===== src/inc/tmc_defines.svh =====
// Register offsets, field positions, reset values and the rule overview.
// Overview of operation
// - Control bit 7 selects 16-bit buffered access.
// - Control bit 6 reads system-clock-from-oscillator status.
// - Bits 5:4 divide input by 1,2,4,8.
// - Bit 3 enables low-power oscillator, else off.
// - Bit 2 bypasses external sync; ignored internally. The code still samples the input and only selects async mode.
// - Bit 1 picks external pin or internal clock.
// - Bit 0 runs counter; stop holds value.
// - Timer, sync counter and async counter modes.
// - Enabled timer forces pins input, reads zero.
// - Low byte read copies high byte to buffer.
// - High write fills buffer; low write loads both.
// - Live high byte only via buffer in wide mode.
// - Low-byte write clears prescaler; high write doesn't.
// - Oscillator keeps running through power-managed modes.
// - Count wraps FFFF to 0000, latching overflow flag.
// - Compare reset clears count except in async mode; write wins; no flag.
// - Async mode arms next count on falling edge.
`ifndef TMC_DEFINES_SVH
`define TMC_DEFINES_SVH
`define TMC_ADDR_W        3
`define TMC_OFS_CTRL      3'h0
`define TMC_OFS_LO        3'h1
`define TMC_OFS_HI        3'h2
`define TMC_OFS_FLAG      3'h3
`define TMC_CTRL_RST      7'h00
`define TMC_BIT_WIDE      7
`define TMC_BIT_SYSCLK    6
`define TMC_BIT_PS_HI     5
`define TMC_BIT_PS_LO     4
`define TMC_BIT_OSC       3
`define TMC_BIT_BYPASS    2
`define TMC_BIT_EXT       1
`define TMC_BIT_RUN       0
`define TMC_BIT_OVF       0
`define TMC_BIT_OVF_IE    1
`define TMC_CNT_RST       16'h0000
`define TMC_CNT_MAX       16'hffff
`define TMC_PS_W          3
`define TMC_QTR_W         2
`define TMC_QTR_LAST      2'h3
`endif


===== src/inc/tmc_pkg.sv =====
// Types shared by the timer/counter core.
package tmc_pkg;
   typedef struct packed {
      logic       wide;
      logic [1:0] prescale;
      logic       osc_en;
      logic       bypass;
      logic       ext;
      logic       run;
   } tmc_ctrl_s;

   typedef enum logic [2:0] {
      TMC_TIMER = 3'h1,
      TMC_SYNC  = 3'h2,
      TMC_ASYNC = 3'h4
   } tmc_mode_e;
endpackage : tmc_pkg


===== src/core/tmc_edge_sync.sv =====
// Two-stage synchronizer with rising and falling edge detection.
`timescale 1ns/100ps
module tmc_edge_sync (
   // Clock and reset
   input  wire logic ref_clk,
   input  wire logic reset,
   // Raw and synchronized level
   input  wire logic raw_in,
   output logic      sync_q,
   // Edge pulses
   output logic      rise,
   output logic      fall
);
   logic meta_q;
   logic prev_q;

   always_ff @(posedge ref_clk) begin
      if (reset) begin
         meta_q <= 1'b0;
         sync_q <= 1'b0;
         prev_q <= 1'b0;
      end else begin
         meta_q <= raw_in;
         sync_q <= meta_q;
         prev_q <= sync_q;
      end
   end

   assign rise = sync_q & ~prev_q;
   assign fall = ~sync_q & prev_q;
endmodule : tmc_edge_sync


===== src/core/tmc_timer.sv =====
// Sixteen-bit timer/counter with prescaler and Avalon-MM registers.
`timescale 1ns/100ps
`include "tmc_defines.svh"
module tmc_timer (
   // Clock and reset
   input  wire logic                     ref_clk,
   input  wire logic                     reset,
   // Avalon-MM slave
   input  wire logic [`TMC_ADDR_W-1:0]   avs_address,
   input  wire logic                     avs_read,
   input  wire logic                     avs_write,
   input  wire logic [31:0]              avs_writedata,
   input  wire logic [3:0]               avs_byteenable,
   output logic [31:0]                   avs_readdata,
   output logic                          avs_waitrequest,
   // Clock system and compare trigger
   input  wire logic                     sysclk_from_lp_osc,
   input  wire logic                     compare_reset,
   // Pins: external clock or crystal
   input  wire logic                     ext_clk_pin,
   input  wire logic                     osc_in_pin,
   input  wire logic [1:0]               port_c_direction,
   input  wire logic [1:0]               port_c_in,
   output logic [1:0]                    port_c_oe,
   output logic [1:0]                    port_c_read,
   // Status
   output logic                          lp_osc_enable,
   output tmc_pkg::tmc_mode_e            mode,
   output logic                          overflow_flag,
   output logic                          overflow_irq
);
   import tmc_pkg::*;

   tmc_ctrl_s              ctrl_q;
   logic [15:0]            count_q;
   logic [7:0]             hi_buf_q;
   logic [`TMC_PS_W-1:0]   ps_q;
   logic [`TMC_QTR_W-1:0]  qtr_q;
   logic                   ovf_q;
   logic                   ovf_ie_q;
   logic                   armed_q;
   logic                   ack_q;
   logic [31:0]            rdata_q;
   logic                   ext_rise;
   logic                   ext_fall;
   logic                   src_edge;
   logic                   ps_tick;
   logic                   inc;
   logic                   wrap;
   logic                   access;
   logic                   wr_lo;
   logic                   wr_hi;
   logic                   rd_lo;
   logic                   wr_ctrl;
   logic                   wr_flag;
   logic [`TMC_PS_W-1:0]   ps_mask;

   // Crystal output feeds the count input when the oscillator runs.
   logic ext_raw;
   assign ext_raw = ctrl_q.osc_en ? osc_in_pin : ext_clk_pin;

   tmc_edge_sync u_sync (
      .ref_clk (ref_clk),
      .reset   (reset),
      .raw_in  (ext_raw),
      .sync_q  (),
      .rise    (ext_rise),
      .fall    (ext_fall)
   );

   // Every access answers one cycle late; the request must be held.
   // Reads are captured on the first edge so read data can come from a
   // flip-flop; writes land only on the edge that completes the transfer.
   assign access          = (avs_read | avs_write) & ~ack_q;
   assign avs_waitrequest = (avs_read | avs_write) & ~ack_q;
   assign wr_ctrl = ack_q & avs_write & avs_byteenable[0]
                    & (avs_address == `TMC_OFS_CTRL);
   assign wr_lo   = ack_q & avs_write & avs_byteenable[0]
                    & (avs_address == `TMC_OFS_LO);
   assign wr_hi   = ack_q & avs_write & avs_byteenable[0]
                    & (avs_address == `TMC_OFS_HI);
   assign wr_flag = ack_q & avs_write & avs_byteenable[0]
                    & (avs_address == `TMC_OFS_FLAG);
   assign rd_lo   = access & avs_read & (avs_address == `TMC_OFS_LO);

   always_comb begin
      if (!ctrl_q.ext) begin
         mode = TMC_TIMER;
      end else if (ctrl_q.bypass) begin
         mode = TMC_ASYNC;
      end else begin
         mode = TMC_SYNC;
      end
   end

   // Async counting is modelled on the sampled input too; the arm flag
   // waits for a falling edge after a write to either count byte before counting again.
   always_comb begin
      case (mode)
         TMC_TIMER: src_edge = (qtr_q == `TMC_QTR_LAST);
         TMC_SYNC:  src_edge = ext_rise;
         TMC_ASYNC: src_edge = ext_rise & armed_q;
         default:   src_edge = 1'b0;
      endcase
   end

   assign ps_mask = `TMC_PS_W'((1 << ctrl_q.prescale) - 1);
   assign ps_tick = src_edge & ((ps_q & ps_mask) == ps_mask);
   assign inc     = ctrl_q.run & ps_tick;
   assign wrap    = inc & (count_q == `TMC_CNT_MAX);

   always_ff @(posedge ref_clk) begin
      if (reset) begin
         ack_q <= 1'b0;
      end else begin
         ack_q <= access;
      end
   end

   // Instruction-cycle divider: one count per four reference clocks.
   always_ff @(posedge ref_clk) begin
      if (reset) begin
         qtr_q <= '0;
      end else begin
         qtr_q <= qtr_q + `TMC_QTR_W'(1);
      end
   end

   always_ff @(posedge ref_clk) begin
      if (reset) begin
         ctrl_q <= `TMC_CTRL_RST;
      end else if (wr_ctrl) begin
         ctrl_q.wide     <= avs_writedata[`TMC_BIT_WIDE];
         ctrl_q.prescale <= avs_writedata[`TMC_BIT_PS_HI:`TMC_BIT_PS_LO];
         ctrl_q.osc_en   <= avs_writedata[`TMC_BIT_OSC];
         ctrl_q.bypass   <= avs_writedata[`TMC_BIT_BYPASS];
         ctrl_q.ext      <= avs_writedata[`TMC_BIT_EXT];
         ctrl_q.run      <= avs_writedata[`TMC_BIT_RUN];
      end
   end

   always_ff @(posedge ref_clk) begin
      if (reset) begin
         ps_q <= '0;
      end else if (wr_lo) begin
         ps_q <= '0;
      end else if (ctrl_q.run & src_edge) begin
         ps_q <= ps_q + `TMC_PS_W'(1);
      end
   end

   // Register writes take precedence over the compare reset.
   always_ff @(posedge ref_clk) begin
      if (reset) begin
         count_q <= `TMC_CNT_RST;
      end else if (wr_lo) begin
         count_q[7:0] <= avs_writedata[7:0];
         if (ctrl_q.wide) begin
            count_q[15:8] <= hi_buf_q;
         end
      end else if (wr_hi & ~ctrl_q.wide) begin
         count_q[15:8] <= avs_writedata[7:0];
      end else if (compare_reset & (mode != TMC_ASYNC)) begin
         count_q <= `TMC_CNT_RST;
      end else if (inc) begin
         count_q <= count_q + 16'h0001;
      end
   end

   always_ff @(posedge ref_clk) begin
      if (reset) begin
         hi_buf_q <= 8'h00;
      end else if (wr_hi & ctrl_q.wide) begin
         hi_buf_q <= avs_writedata[7:0];
      end else if (rd_lo & ctrl_q.wide) begin
         hi_buf_q <= count_q[15:8];
      end
   end

   always_ff @(posedge ref_clk) begin
      if (reset) begin
         armed_q <= 1'b1;
      end else if (wr_lo | wr_hi) begin
         armed_q <= 1'b0;
      end else if (ext_fall) begin
         armed_q <= 1'b1;
      end
   end

   // A wrap in the same cycle as a software clear keeps the flag set.
   always_ff @(posedge ref_clk) begin
      if (reset) begin
         ovf_q    <= 1'b0;
         ovf_ie_q <= 1'b0;
      end else begin
         if (wrap) begin
            ovf_q <= 1'b1;
         end else if (wr_flag & ~avs_writedata[`TMC_BIT_OVF]) begin
            ovf_q <= 1'b0;
         end
         if (wr_flag) begin
            ovf_ie_q <= avs_writedata[`TMC_BIT_OVF_IE];
         end
      end
   end

   always_ff @(posedge ref_clk) begin
      if (reset) begin
         rdata_q <= 32'h0000_0000;
      end else if (access & avs_read) begin
         rdata_q <= 32'h0000_0000;
         case (avs_address)
            `TMC_OFS_CTRL: begin
               rdata_q[`TMC_BIT_WIDE]   <= ctrl_q.wide;
               rdata_q[`TMC_BIT_SYSCLK] <= sysclk_from_lp_osc;
               rdata_q[`TMC_BIT_PS_HI:`TMC_BIT_PS_LO] <= ctrl_q.prescale;
               rdata_q[`TMC_BIT_OSC]    <= ctrl_q.osc_en;
               rdata_q[`TMC_BIT_BYPASS] <= ctrl_q.bypass;
               rdata_q[`TMC_BIT_EXT]    <= ctrl_q.ext;
               rdata_q[`TMC_BIT_RUN]    <= ctrl_q.run;
            end
            `TMC_OFS_LO: rdata_q[7:0] <= count_q[7:0];
            `TMC_OFS_HI: rdata_q[7:0] <= ctrl_q.wide ? hi_buf_q
                                                    : count_q[15:8];
            `TMC_OFS_FLAG: begin
               rdata_q[`TMC_BIT_OVF]    <= ovf_q;
               rdata_q[`TMC_BIT_OVF_IE] <= ovf_ie_q;
            end
            default: rdata_q <= 32'h0000_0000;
         endcase
      end
   end

   assign avs_readdata = rdata_q;

   // The oscillator enable ignores any sleep state: it drops only by write or reset.
   assign lp_osc_enable = ctrl_q.osc_en;
   assign port_c_oe     = ctrl_q.run ? 2'h0 : ~port_c_direction;
   assign port_c_read   = ctrl_q.run ? 2'h0 : port_c_in;
   assign overflow_flag = ovf_q;
   assign overflow_irq  = ovf_q & ovf_ie_q;
endmodule : tmc_timer


===== config.mk =====
export PLATFORM = sky130hd
export DESIGN_NAME = tmc_timer
export DESIGN_NICKNAME = d
export VERILOG_FILES = /design/src/inc/tmc_pkg.sv /design/src/core/tmc_edge_sync.sv /design/src/core/tmc_timer.sv
export VERILOG_INCLUDE_DIRS = /design/src /design/src/inc
export SDC_FILE = /design/constraint.sdc
export NUM_CORES = 1
export LEC_CHECK = 0
export BUFFER_PORTS_ARGS = -buffer_cell sky130_fd_sc_hd__buf_2
export CAP_MARGIN = 10
export CORE_MARGIN = 4
export CORE_UTILIZATION = 26
export CTS_CLUSTER_DIAMETER = 150
export DETAILED_ROUTE_END_ITERATION = 7
export PLACE_DENSITY = 0.44
export SYNTH_ARGS = -nofsm -noshare
export SYNTH_HDL_FRONTEND = slang
export SYNTH_SLANG_ARGS = --single-unit

===== constraint.sdc =====
create_clock -name ref_clk -period 2.1 [get_ports ref_clk]
set_input_delay 0.42 -clock ref_clk [delete_from_list [all_inputs] [get_ports ref_clk]]
set_output_delay 0.42 -clock ref_clk [all_outputs]
set_load 0.05 [all_outputs]

==> results_dict.tcl, run 1 <==
set metrics [dict create \
    status "complete, no violations" \
    cts_sinks 51 \
    synth_area_mm2 0.00317 \
    start_util_pct 26.5 \
    gr-total-overflow 0 \
    slowest_stage "dfxtp_1" \
    path_delay_family "simple AND/OR/NAND/NOR gates" \
    worstSetupPathType "reg2reg" \
    io_pins 94 \
    syn_avg_cell_area_um2 8.54 \
    dieWidth_um 118 \
    drc_errors 0 \
    total_leakage_power_uw 0.00155 \
    grt_max_degree 33 \
    num_vias 3046 \
    startpoint_type "flip-flop" \
    ant_nets 0 \
    cp.arrival_ps 2130 \
    fin_setup_tns_ps 0 \
    rows 40 \
    synth-async-reset-ratio_pct 0 \
    synth_edf_count 0 \
    rsz0062_at_grt "false" \
    area_growth_syn_to_layout_pct 20.4 \
    setup_viol 0 \
    path_cells "and4b_1, a32oi_4, or3_4, buf_4, a221o_1, o21ai_2" \
    fmax_ghz 0.528 \
    hpwlAfterDp_um 7700 \
    drive_above_1_share_pct 24.0 \
    hold_class "in2reg" \
    cts.path.max_buffers 2 \
    critPathMaxStageDelay_ps 450 \
    numCtsBuffers 5 \
    grtUsageTotal_pct 14.5 \
    layoutNonFillerInstCount 576 \
    drt_iter0_markers 245 \
    yosysUniqueCellTypes 67 \
    worst_pin_slew_ps 558 \
    final_nets 482 \
    rrSetupSlack_ps 210 \
    synthTopCellsByArea "dfxtp_1 32%, mux2i_1 6.6%, buf_4 6.4%, nor2_1 4.3%, a21oi_1 3.8%" \
    irDropWorstVdd_mv 0.247 \
    cp_num_buf_inv 1 \
    drt-pass1-iter-count 5 \
    wl_per_cell_um 17.9 \
    grt_pass1_vias 2750 \
    ys_ff_latch 51 \
    nFillCells 1255 \
    yosys.area.top_type "dfxtp_1" \
    core_area_mm2 0.0120 \
    crit_fanout 9 \
    slew-limit-headroom_pct 62.8 \
    cts_tree "done" \
    utilization_pct 31.9 \
    syn-instance-count 371 \
    ys_seq_area_share_pct 32.2 \
    drv_slew 0 \
    hold_viol 0 \
    power_density_mw_per_mm2 617 \
    fin_crit_ps 1890 \
    synth_warnings 0 \
    synth_top_area_share_pct 32.2 \
    die_area_mm2 0.0140 \
    fin_crit_sh_pct 90.2 \
    synthFlopType "dfxtp_1" \
    clock_latency_ps 300 \
    io_buffers 42 \
    ctsHtreeMaxLevel 2 \
    dp.cells 568 \
    via_per_inst 5.29 \
    cap_violations 0 \
    antenna_found_initial 0 \
    place.gp.congestion 0.864 \
    n_antenna_cell 0 \
    end_kind "flip-flop" \
    die_height_um 118 \
    yosysMostFrequentCell "dfxtp_1" \
    clk_pin_slew_ps 70 \
    skew_ps 8.00 \
    cts_root_buf "clkbuf_16" \
    synth_common_cells "51 x dfxtp_1, 36 x nor2_1, 28 x nand2_1, 27 x buf_4, 24 x a21oi_1" \
    drt_wl_total_um 10300 \
    required_ps 2340 \
    grt_pass1_wl_um 16000 \
]
[flip-flops by register name, indices dropped and copies added, names as in the netlist]
signal,cells
count_q,16
avs_readdata,8
hi_buf_q,8
ctrl_q,6
ps_q,3
qtr_q,2
ack_q,1
armed_q,1
lp_osc_enable,1
overflow_flag,1
ovf_ie_q,1
u_sync.meta_q,1
u_sync.prev_q,1
u_sync.sync_q,1
[metal layers]
| metal | up-vias | track usage (%) | share of wire [%] |
|---|---|---|---|
| met5 | - | 0 | 0 |
| met4 | 0 | 5.58 | 2.8 |
| met3 | 20 | 1.77 | 5.6 |
| met2 | 125 | 22.6 | 45 |
| met1 | 1461 | 20.4 | 47 |
| li1 | 1440 | - | - |
[cell families (layout without fill, tap and decap cells)]
group	count (synthesis)	after routing	synth area share (%)
AND/OR/NAND/NOR	130	130	22.1
XOR/XNOR	9	9	2.49
flip-flops	51	51	32.2
multiplexers	25	25	8.76
adder cells (fa/ha/maj)	3	3	1.18
buffers and inverters	53	88	9.79
AO/OA/AOI/OAI	99	99	23.3
other	1	24	0.118
[repair_timing]
action / 4_1_cts / 5_1_grt
gates resized for setup: 0 / 1
buffers inserted: 0 / 0
hold buffers: 0 / 0
setup endpoints to repair: 0 / 1
[through the flow]
| stage | total power (µW) | setup slack, ps | cell area, µm² | hold WS [ps] |
|---|---|---|---|---|
| 4_1_cts | 2370 | 139 | 3820 | 348 |
| 5_1_grt | 2450 | 76.4 | 3820 | 381 |
| 2_1_floorplan | 1300 | 218 | 3260 | 399 |
| 3_3_place_gp | 1380 | 72.5 | 3640 | 407 |
| 6_report | 2350 | 206 | 3820 | 351 |
| 3_5_place_dp | 1390 | 64.5 | 3640 | 411 |
[worst min-delay path: stages]
cell     delay (ps)
buf_2            70
mux2i_1          50
nor2_1           70
[placed cells by master (no fill, tap or decap), types with 5 or more instances in the layout]
cell	instances
dfxtp_1	51
buf_2	42
nor2_1	36
buf_4	33
nand2_1	28
a21oi_1	24
conb_1	24
mux2i_1	21
a22oi_1	16
nor3_1	12
o22ai_1	11
nor2b_1	9
nand3_1	6
and4_1	6
a32o_1	6
xor2_1	6
nand2b_1	5
a211oi_1	5
nand4_1	5
clkbuf_16	5
[final timing paths]
kind                               start                  endpoint  depth (start not counted)
hold reg to reg      qtr_q[0]$_SDFF_PP0_       qtr_q[0]$_SDFF_PP0_                          1
hold / removal               ext_clk_pin  u_sync.meta_q$_SDFF_PP0_                          3
setup / recovery  ctrl_q[1]$_SDFFE_PP0P_   count_q[4]$_SDFFE_PP0P_                          6
setup reg to reg  ctrl_q[1]$_SDFFE_PP0P_   count_q[4]$_SDFFE_PP0P_                          6
[report_power, final]
group / switching (µW) / internal, µW / total [µW]
Combinational: 268 / 103 / 371
Sequential: 12.5 / 983 / 996
Clock: 387 / 600 / 987
[layout make-up]
cell class | count | area [µm²] | area share [%]
multi-input cells | 290 | 1920 | 50.4
flip-flops and latches | 51 | 1020 | 26.8
repair buffers | 77 | 498 | 13.0
well taps | 147 | 184 | 4.82
clock buffers | 6 | 139 | 3.64
clock inverters | 2 | 38.8 | 1.02
inverters | 3 | 11.3 | 0.295
No activity file was read; power rests on OpenSTA's default activity.
==> run 2: changes to the inputs <==
==> constraint.sdc (replaced) <==
create_clock -name ref_clk -period 2.1 [get_ports ref_clk]
set_input_delay 0.42 -clock ref_clk [delete_from_list [all_inputs] [get_ports ref_clk]]
set_output_delay 0.42 -clock ref_clk [all_outputs]
set_load 0.1 [all_outputs]
==> run 2 against run 1 <==
  * Combinational power increased by 31%
  * Global-route usage down 0.14 points
  * Non-clock buffer count is 2 higher
  * Sequential power barely moved
  * Register-to-register slack about the same
  * Critical endpoint is now overflow_flag$_SDFFE_PP0P_
  * Largest cell class unchanged
  * Highest routed layer unchanged
==> results_dict.tcl, run 2 (synthesized netlist as in run 1, its figures left out) <==
set metrics [dict create \
    worst_pin_slew_ps 514 \
    total_leakage_power_uw 0.00154 \
    clk_pin_slew_ps 80 \
    irDropWorstVdd_mv 0.280 \
    startpoint_type "flip-flop" \
    rows 40 \
    status "complete, no violations" \
    cts_sinks 51 \
    layoutNonFillerInstCount 578 \
    required_ps 2330 \
    worstSetupPathType "reg2reg" \
    n_antenna_cell 0 \
    drive_above_1_share_pct 26.2 \
    core_area_mm2 0.0120 \
    path_cells "and4_1, and4_1, or4b_1, a21oi_1" \
    ctsHoldBuffers 0 \
    die_area_mm2 0.0140 \
    power_density_mw_per_mm2 611 \
    area_growth_syn_to_layout_pct 19.9 \
    regMostFlops "count_q" \
    dpl_worst_slack_ps 117 \
    nFillCells 1249 \
    largest_reg_flops 16 \
    seqCellArea_mm2 0.00102 \
    num_vias 3037 \
    drc_errors 0 \
    drv_slew 0 \
    multi_input_area_mm2 0.00194 \
    grt_max_degree 21 \
    ctsResizeCount 0 \
    clkPwrFrac_pct 36.1 \
    hold_viol 0 \
    io_buffers 42 \
    cts_tree "done" \
    final_cell_mix "50 x dfxtp_1, 42 x buf_2, 37 x buf_4" \
    ant_nets 0 \
    cp_num_buf_inv 0 \
    cp_common_cell "and4_1" \
    hold_class "in2reg" \
    setup_slack_ps 197 \
    cts.path.max_buffers 2 \
    end_kind "flip-flop" \
    grt_pass1_wl_um 16000 \
    skew_ps 6.60 \
    fin_crit_sh_pct 90.6 \
    rsz0062_at_grt "false" \
    dp.cells 570 \
    path_delay_family "simple AND/OR/NAND/NOR gates" \
    final_nets 484 \
    p_int_uw 1530 \
    io_pins 94 \
    fin_crit_ps 1900 \
    slew-limit-headroom_pct 65.5 \
    fmax_ghz 0.526 \
    place.gp.congestion 0.876 \
    die_height_um 118 \
    numCtsBuffers 5 \
    drt-pass1-iter-count 5 \
    grt_pass1_vias 2811 \
    swShare_pct 33.9 \
    gr-total-overflow 0 \
    cts_setup_buffers 0 \
    via_per_inst 5.25 \
    clock_latency_ps 290 \
    cp.arrival_ps 2130 \
    setup_viol 0 \
    crit_fanout 6 \
    ctsHtreeMaxLevel 2 \
    hpwlAfterDp_um 7720 \
    grtUsageTotal_pct 14.3 \
    critPathMaxStageDelay_ps 510 \
    wl_per_cell_um 17.6 \
    cap_violations 0 \
    final_common_cell "dfxtp_1" \
    dieWidth_um 118 \
    pwr-share-seq_pct 43.0 \
    drt_iter0_markers 254 \
    cts_root_buf "clkbuf_16" \
    antenna_found_initial 0 \
    start_util_pct 26.5 \
    drt_wl_total_um 10200 \
    slowest_stage "dfxtp_1" \
    netSwitchingPower_uw 788 \
    combPwrFrac_pct 20.9 \
    fin_setup_tns_ps 0 \
]
run 2: through the flow:
stage | power (µW) | hold WS, ps | util (%) | cell area [µm²]
final | 2320 | 361 | 31.8 | 3800
after global routing | 2410 | 382 | 31.8 | 3800
after CTS | 2350 | 360 | 31.8 | 3800
after detailed placement | 1500 | 412 | 30.5 | 3650
after global placement | 1500 | 407 | 30.5 | 3650
after floorplan | 1420 | 399 | - | 3280
run 2: area by class of cell:
class                   count  area share [%]
flip-flops and latches     51            26.9
clock buffers               5            3.29
inverters                   3           0.395
well taps                 147            4.84
clock inverters             3           0.626
multi-input cells         290            51.1
repair buffers             79            12.8
run 2: worst paths after layout:
path | startpoint | end | slack (ps) | depth (start not counted)
min reg2reg | qtr_q[0]$_SDFF_PP0_ | qtr_q[0]$_SDFF_PP0_ | 420 | 1
max reg2reg | count_q[8]$_SDFFE_PP0P_ | overflow_flag$_SDFFE_PP0P_ | 200 | 4
max | count_q[8]$_SDFFE_PP0P_ | overflow_flag$_SDFFE_PP0P_ | 200 | 4
min | ext_clk_pin | u_sync.meta_q$_SDFF_PP0_ | 360 | 3
run 2: power by group through the flow:
| stage | clock, µW | combinational (µW) | sequential (µW) |
|---|---|---|---|
| 3_3_place_gp | 0 | 483 | 1020 |
| 3_5_place_dp | 0 | 484 | 1020 |
| 2_1_floorplan | 0 | 397 | 1030 |
| 4_1_cts | 870 | 484 | 997 |
| 6_report | 838 | 486 | 997 |
| 5_1_grt | 901 | 512 | 1000 |
run 2: worst min-delay path: stages:
cell and delay, ps:
buf_2 70, mux2i_1 50, nor2_1 70
run 2: metal layers:
metal,wire (µm),global-route usage (%)
met5,0,0
met4,273,5.87
met3,609,2.68
met2,4680,21.7
met1,4630,20.0
==> run 3: changes to the inputs <==
--- a/config.mk
+++ b/config.mk
@@ -6,13 +6,14 @@
 export SDC_FILE = /design/constraint.sdc
 export NUM_CORES = 1
 export LEC_CHECK = 0
+export ABC_AREA = 1
 export BUFFER_PORTS_ARGS = -buffer_cell sky130_fd_sc_hd__buf_2
 export CAP_MARGIN = 10
 export CORE_MARGIN = 4
 export CORE_UTILIZATION = 26
 export CTS_CLUSTER_DIAMETER = 150
 export DETAILED_ROUTE_END_ITERATION = 7
-export PLACE_DENSITY = 0.44
+export PLACE_DENSITY = 0.54
 export SYNTH_ARGS = -nofsm -noshare
 export SYNTH_HDL_FRONTEND = slang
 export SYNTH_SLANG_ARGS = --single-unit
==> run 3 against run 2 <==
  * Clock-buffer cell count is the same
  * Clock skew grew 0.53 ps
  * Worst setup slack gained 130 ps
  * Synthesized cell count grew 33%
  * Via count grew 6.7%
  * Core utilization shrank 0.80 points
  * Critical path depth shrank 1
  * Non-clock buffer count shrank 27
  * Clock power grew 2%
  * Global-route usage shrank 1.2 points
  * Flip-flop and latch count is the same
  * Largest cell class unchanged
==> results_dict.tcl, run 3 <==
set metrics [dict create \
    status "complete, no violations" \
    synth_top_area_share_pct 31.4 \
    via_per_inst 4.58 \
    hold_viol 0 \
    largest_reg_flops 16 \
    io_pins 94 \
    synthTopCellsByArea "dfxtp_1 31%, nand2_1 15%, a21oi_1 7.1%, inv_1 6.4%, buf_4 6.0%" \
    cts.path.max_buffers 2 \
    power.total_uw 2380 \
    syn-instance-count 493 \
    worstSetupPathType "reg2out" \
    core_area_mm2 0.0121 \
    clock_latency_ps 300 \
    end_kind "output pin" \
    crit_fanout 4 \
    cp.arrival_ps 1350 \
    total_leakage_power_uw 0.00164 \
    synth_area_mm2 0.00325 \
    setup_viol 0 \
    numCtsBuffers 5 \
    final_cell_mix "126 x nand2_1, 55 x inv_1, 50 x dfxtp_1" \
    antenna_found_initial 0 \
    start_util_pct 26.8 \
    rrSetupSlack_ps 420 \
    drt_wl_total_um 9370 \
    yosys.area.top_type "dfxtp_1" \
    grt_pass1_vias 3035 \
    grt_max_degree 24 \
    hpwlAfterDp_um 7440 \
    fin_setup_tns_ps 0 \
    num_vias 3240 \
    utilization_pct 31.0 \
    ctsResizeCount 0 \
    clk_pin_slew_ps 70 \
    ys_ff_latch 51 \
    synthFlopType "dfxtp_1" \
    cts_tree "done" \
    drt_iter0_markers 177 \
    synth_common_cells "126 x nand2_1, 55 x inv_1, 51 x dfxtp_1, 46 x a21oi_1, 41 x nor2_1" \
    synth-async-reset-ratio_pct 0 \
    yosysMostFrequentCell "nand2_1" \
    ctsHoldBuffers 0 \
    grtUsageTotal_pct 13.2 \
    place.gp.congestion 0.876 \
    cts_sinks 51 \
    rsz0062_at_grt "false" \
    dieWidth_um 120 \
    hold_class "in2reg" \
    required_ps 1680 \
    ant_nets 0 \
    drt-pass1-iter-count 5 \
    synth_edf_count 0 \
    fmax_ghz 0.564 \
    fin_crit_ps 1770 \
    wl_per_cell_um 13.3 \
    drive_above_1_share_pct 17.6 \
    ctsHtreeMaxLevel 2 \
    startpoint_type "flip-flop" \
    gr-total-overflow 0 \
    cts_root_buf "clkbuf_16" \
    area_growth_syn_to_layout_pct 15.4 \
    drc_errors 0 \
    skew_ps 7.14 \
    final_nets 592 \
    yosysUniqueCellTypes 40 \
    synth_warnings 0 \
    whs_ps 348 \
    syn_avg_cell_area_um2 6.59 \
    die_height_um 120 \
    drv_slew 0 \
    rows 40 \
    final_common_cell "nand2_1" \
    ys_seq_area_share_pct 31.4 \
    die_area_mm2 0.0143 \
    irDropWorstVdd_mv 0.369 \
    cts_setup_buffers 0 \
    cap_violations 0 \
    io_buffers 42 \
    regMostFlops "count_q" \
    n_antenna_cell 0 \
    power_density_mw_per_mm2 635 \
    fin_crit_sh_pct 84.4 \
    grt_pass1_wl_um 15300 \
]
-- run 3: cell count changes in the layout (fill, tap and decap cells not counted), moves of 11 or more --
| cell | before | now |
|---|---|---|
| o21ai_0 | 3 | 33 |
| mux2i_1 | 21 | 0 |
| nand2_1 | 28 | 126 |
| nand3_1 | 6 | 22 |
| o211ai_1 | 0 | 11 |
| buf_4 | 37 | 9 |
| inv_1 | 2 | 55 |
| a21oi_1 | 24 | 46 |
| a22oi_1 | 16 | 0 |
-- run 3: path summary, 6_finish.rpt --
check / from / to / cells past startpoint
min reg2reg: u_sync.meta_q$_SDFF_PP0_ / u_sync.sync_q$_SDFF_PP0_ / 2
min: osc_in_pin / u_sync.meta_q$_SDFF_PP0_ / 3
max reg2reg: ctrl_q[2]$_SDFFE_PP0P_ / count_q[3]$_SDFFE_PP0P_ / 8
max: ctrl_q[2]$_SDFFE_PP0P_ / mode[2] / 3
-- run 3: area by class of cell --
class	instances	area (µm²)
Tap cell	168	210
Inverter	59	221
Sequential cell	51	1020
Clock buffer	5	125
Clock inverter	3	25.0
Fill cell	1376	8360
Timing Repair Buffer	52	298
Multi-Input combinational cell	369	1850
-- run 3: cell families (layout without fill, tap and decap cells) --
family                   Yosys count  after routing  share of synthesized area (%)
adder cells (fa/ha/maj)            3              3                           1.16
AND/OR/NAND/NOR                  228            228                           32.5
XOR/XNOR                           1              1                          0.270
flip-flops                        51             51                           31.4
other                              1             24                          0.115
buffers and inverters             96            119                           15.0
AO/OA/AOI/OAI                    113            113                           19.5
-- run 3: stage by stage --
stage	worst slack (ps)	std cells	area, µm²
after global placement	356	699	3600
final	328	707	3750
after global routing	240	707	3750
after floorplan	9.05	516	3360
after detailed placement	310	699	3600
after CTS	305	707	3750
-- run 3: report_power, final --
| part | switching [µW] | internal, µW |
|---|---|---|
| clock network | 405 | 447 |
| registers | 28.5 | 996 |
| logic | 416 | 89.8 |
-- run 3: worst max-delay path, stage by stage, from the launching register on --
cell and delay (ps):
dfxtp_1 430, nand2_1 130, inv_1 70, buf_2 420
-- run 3: metal layers --
| layer | up-vias | track usage (%) | routed length [µm] |
|---|---|---|---|
| li1 | 1646 | - | - |
| met1 | 1486 | 16.5 | 4040 |
| met2 | 91 | 22.9 | 4680 |
| met3 | 17 | 2.12 | 422 |
| met4 | 0 | 4.65 | 230 |
| met5 | - | 0 | 0 |
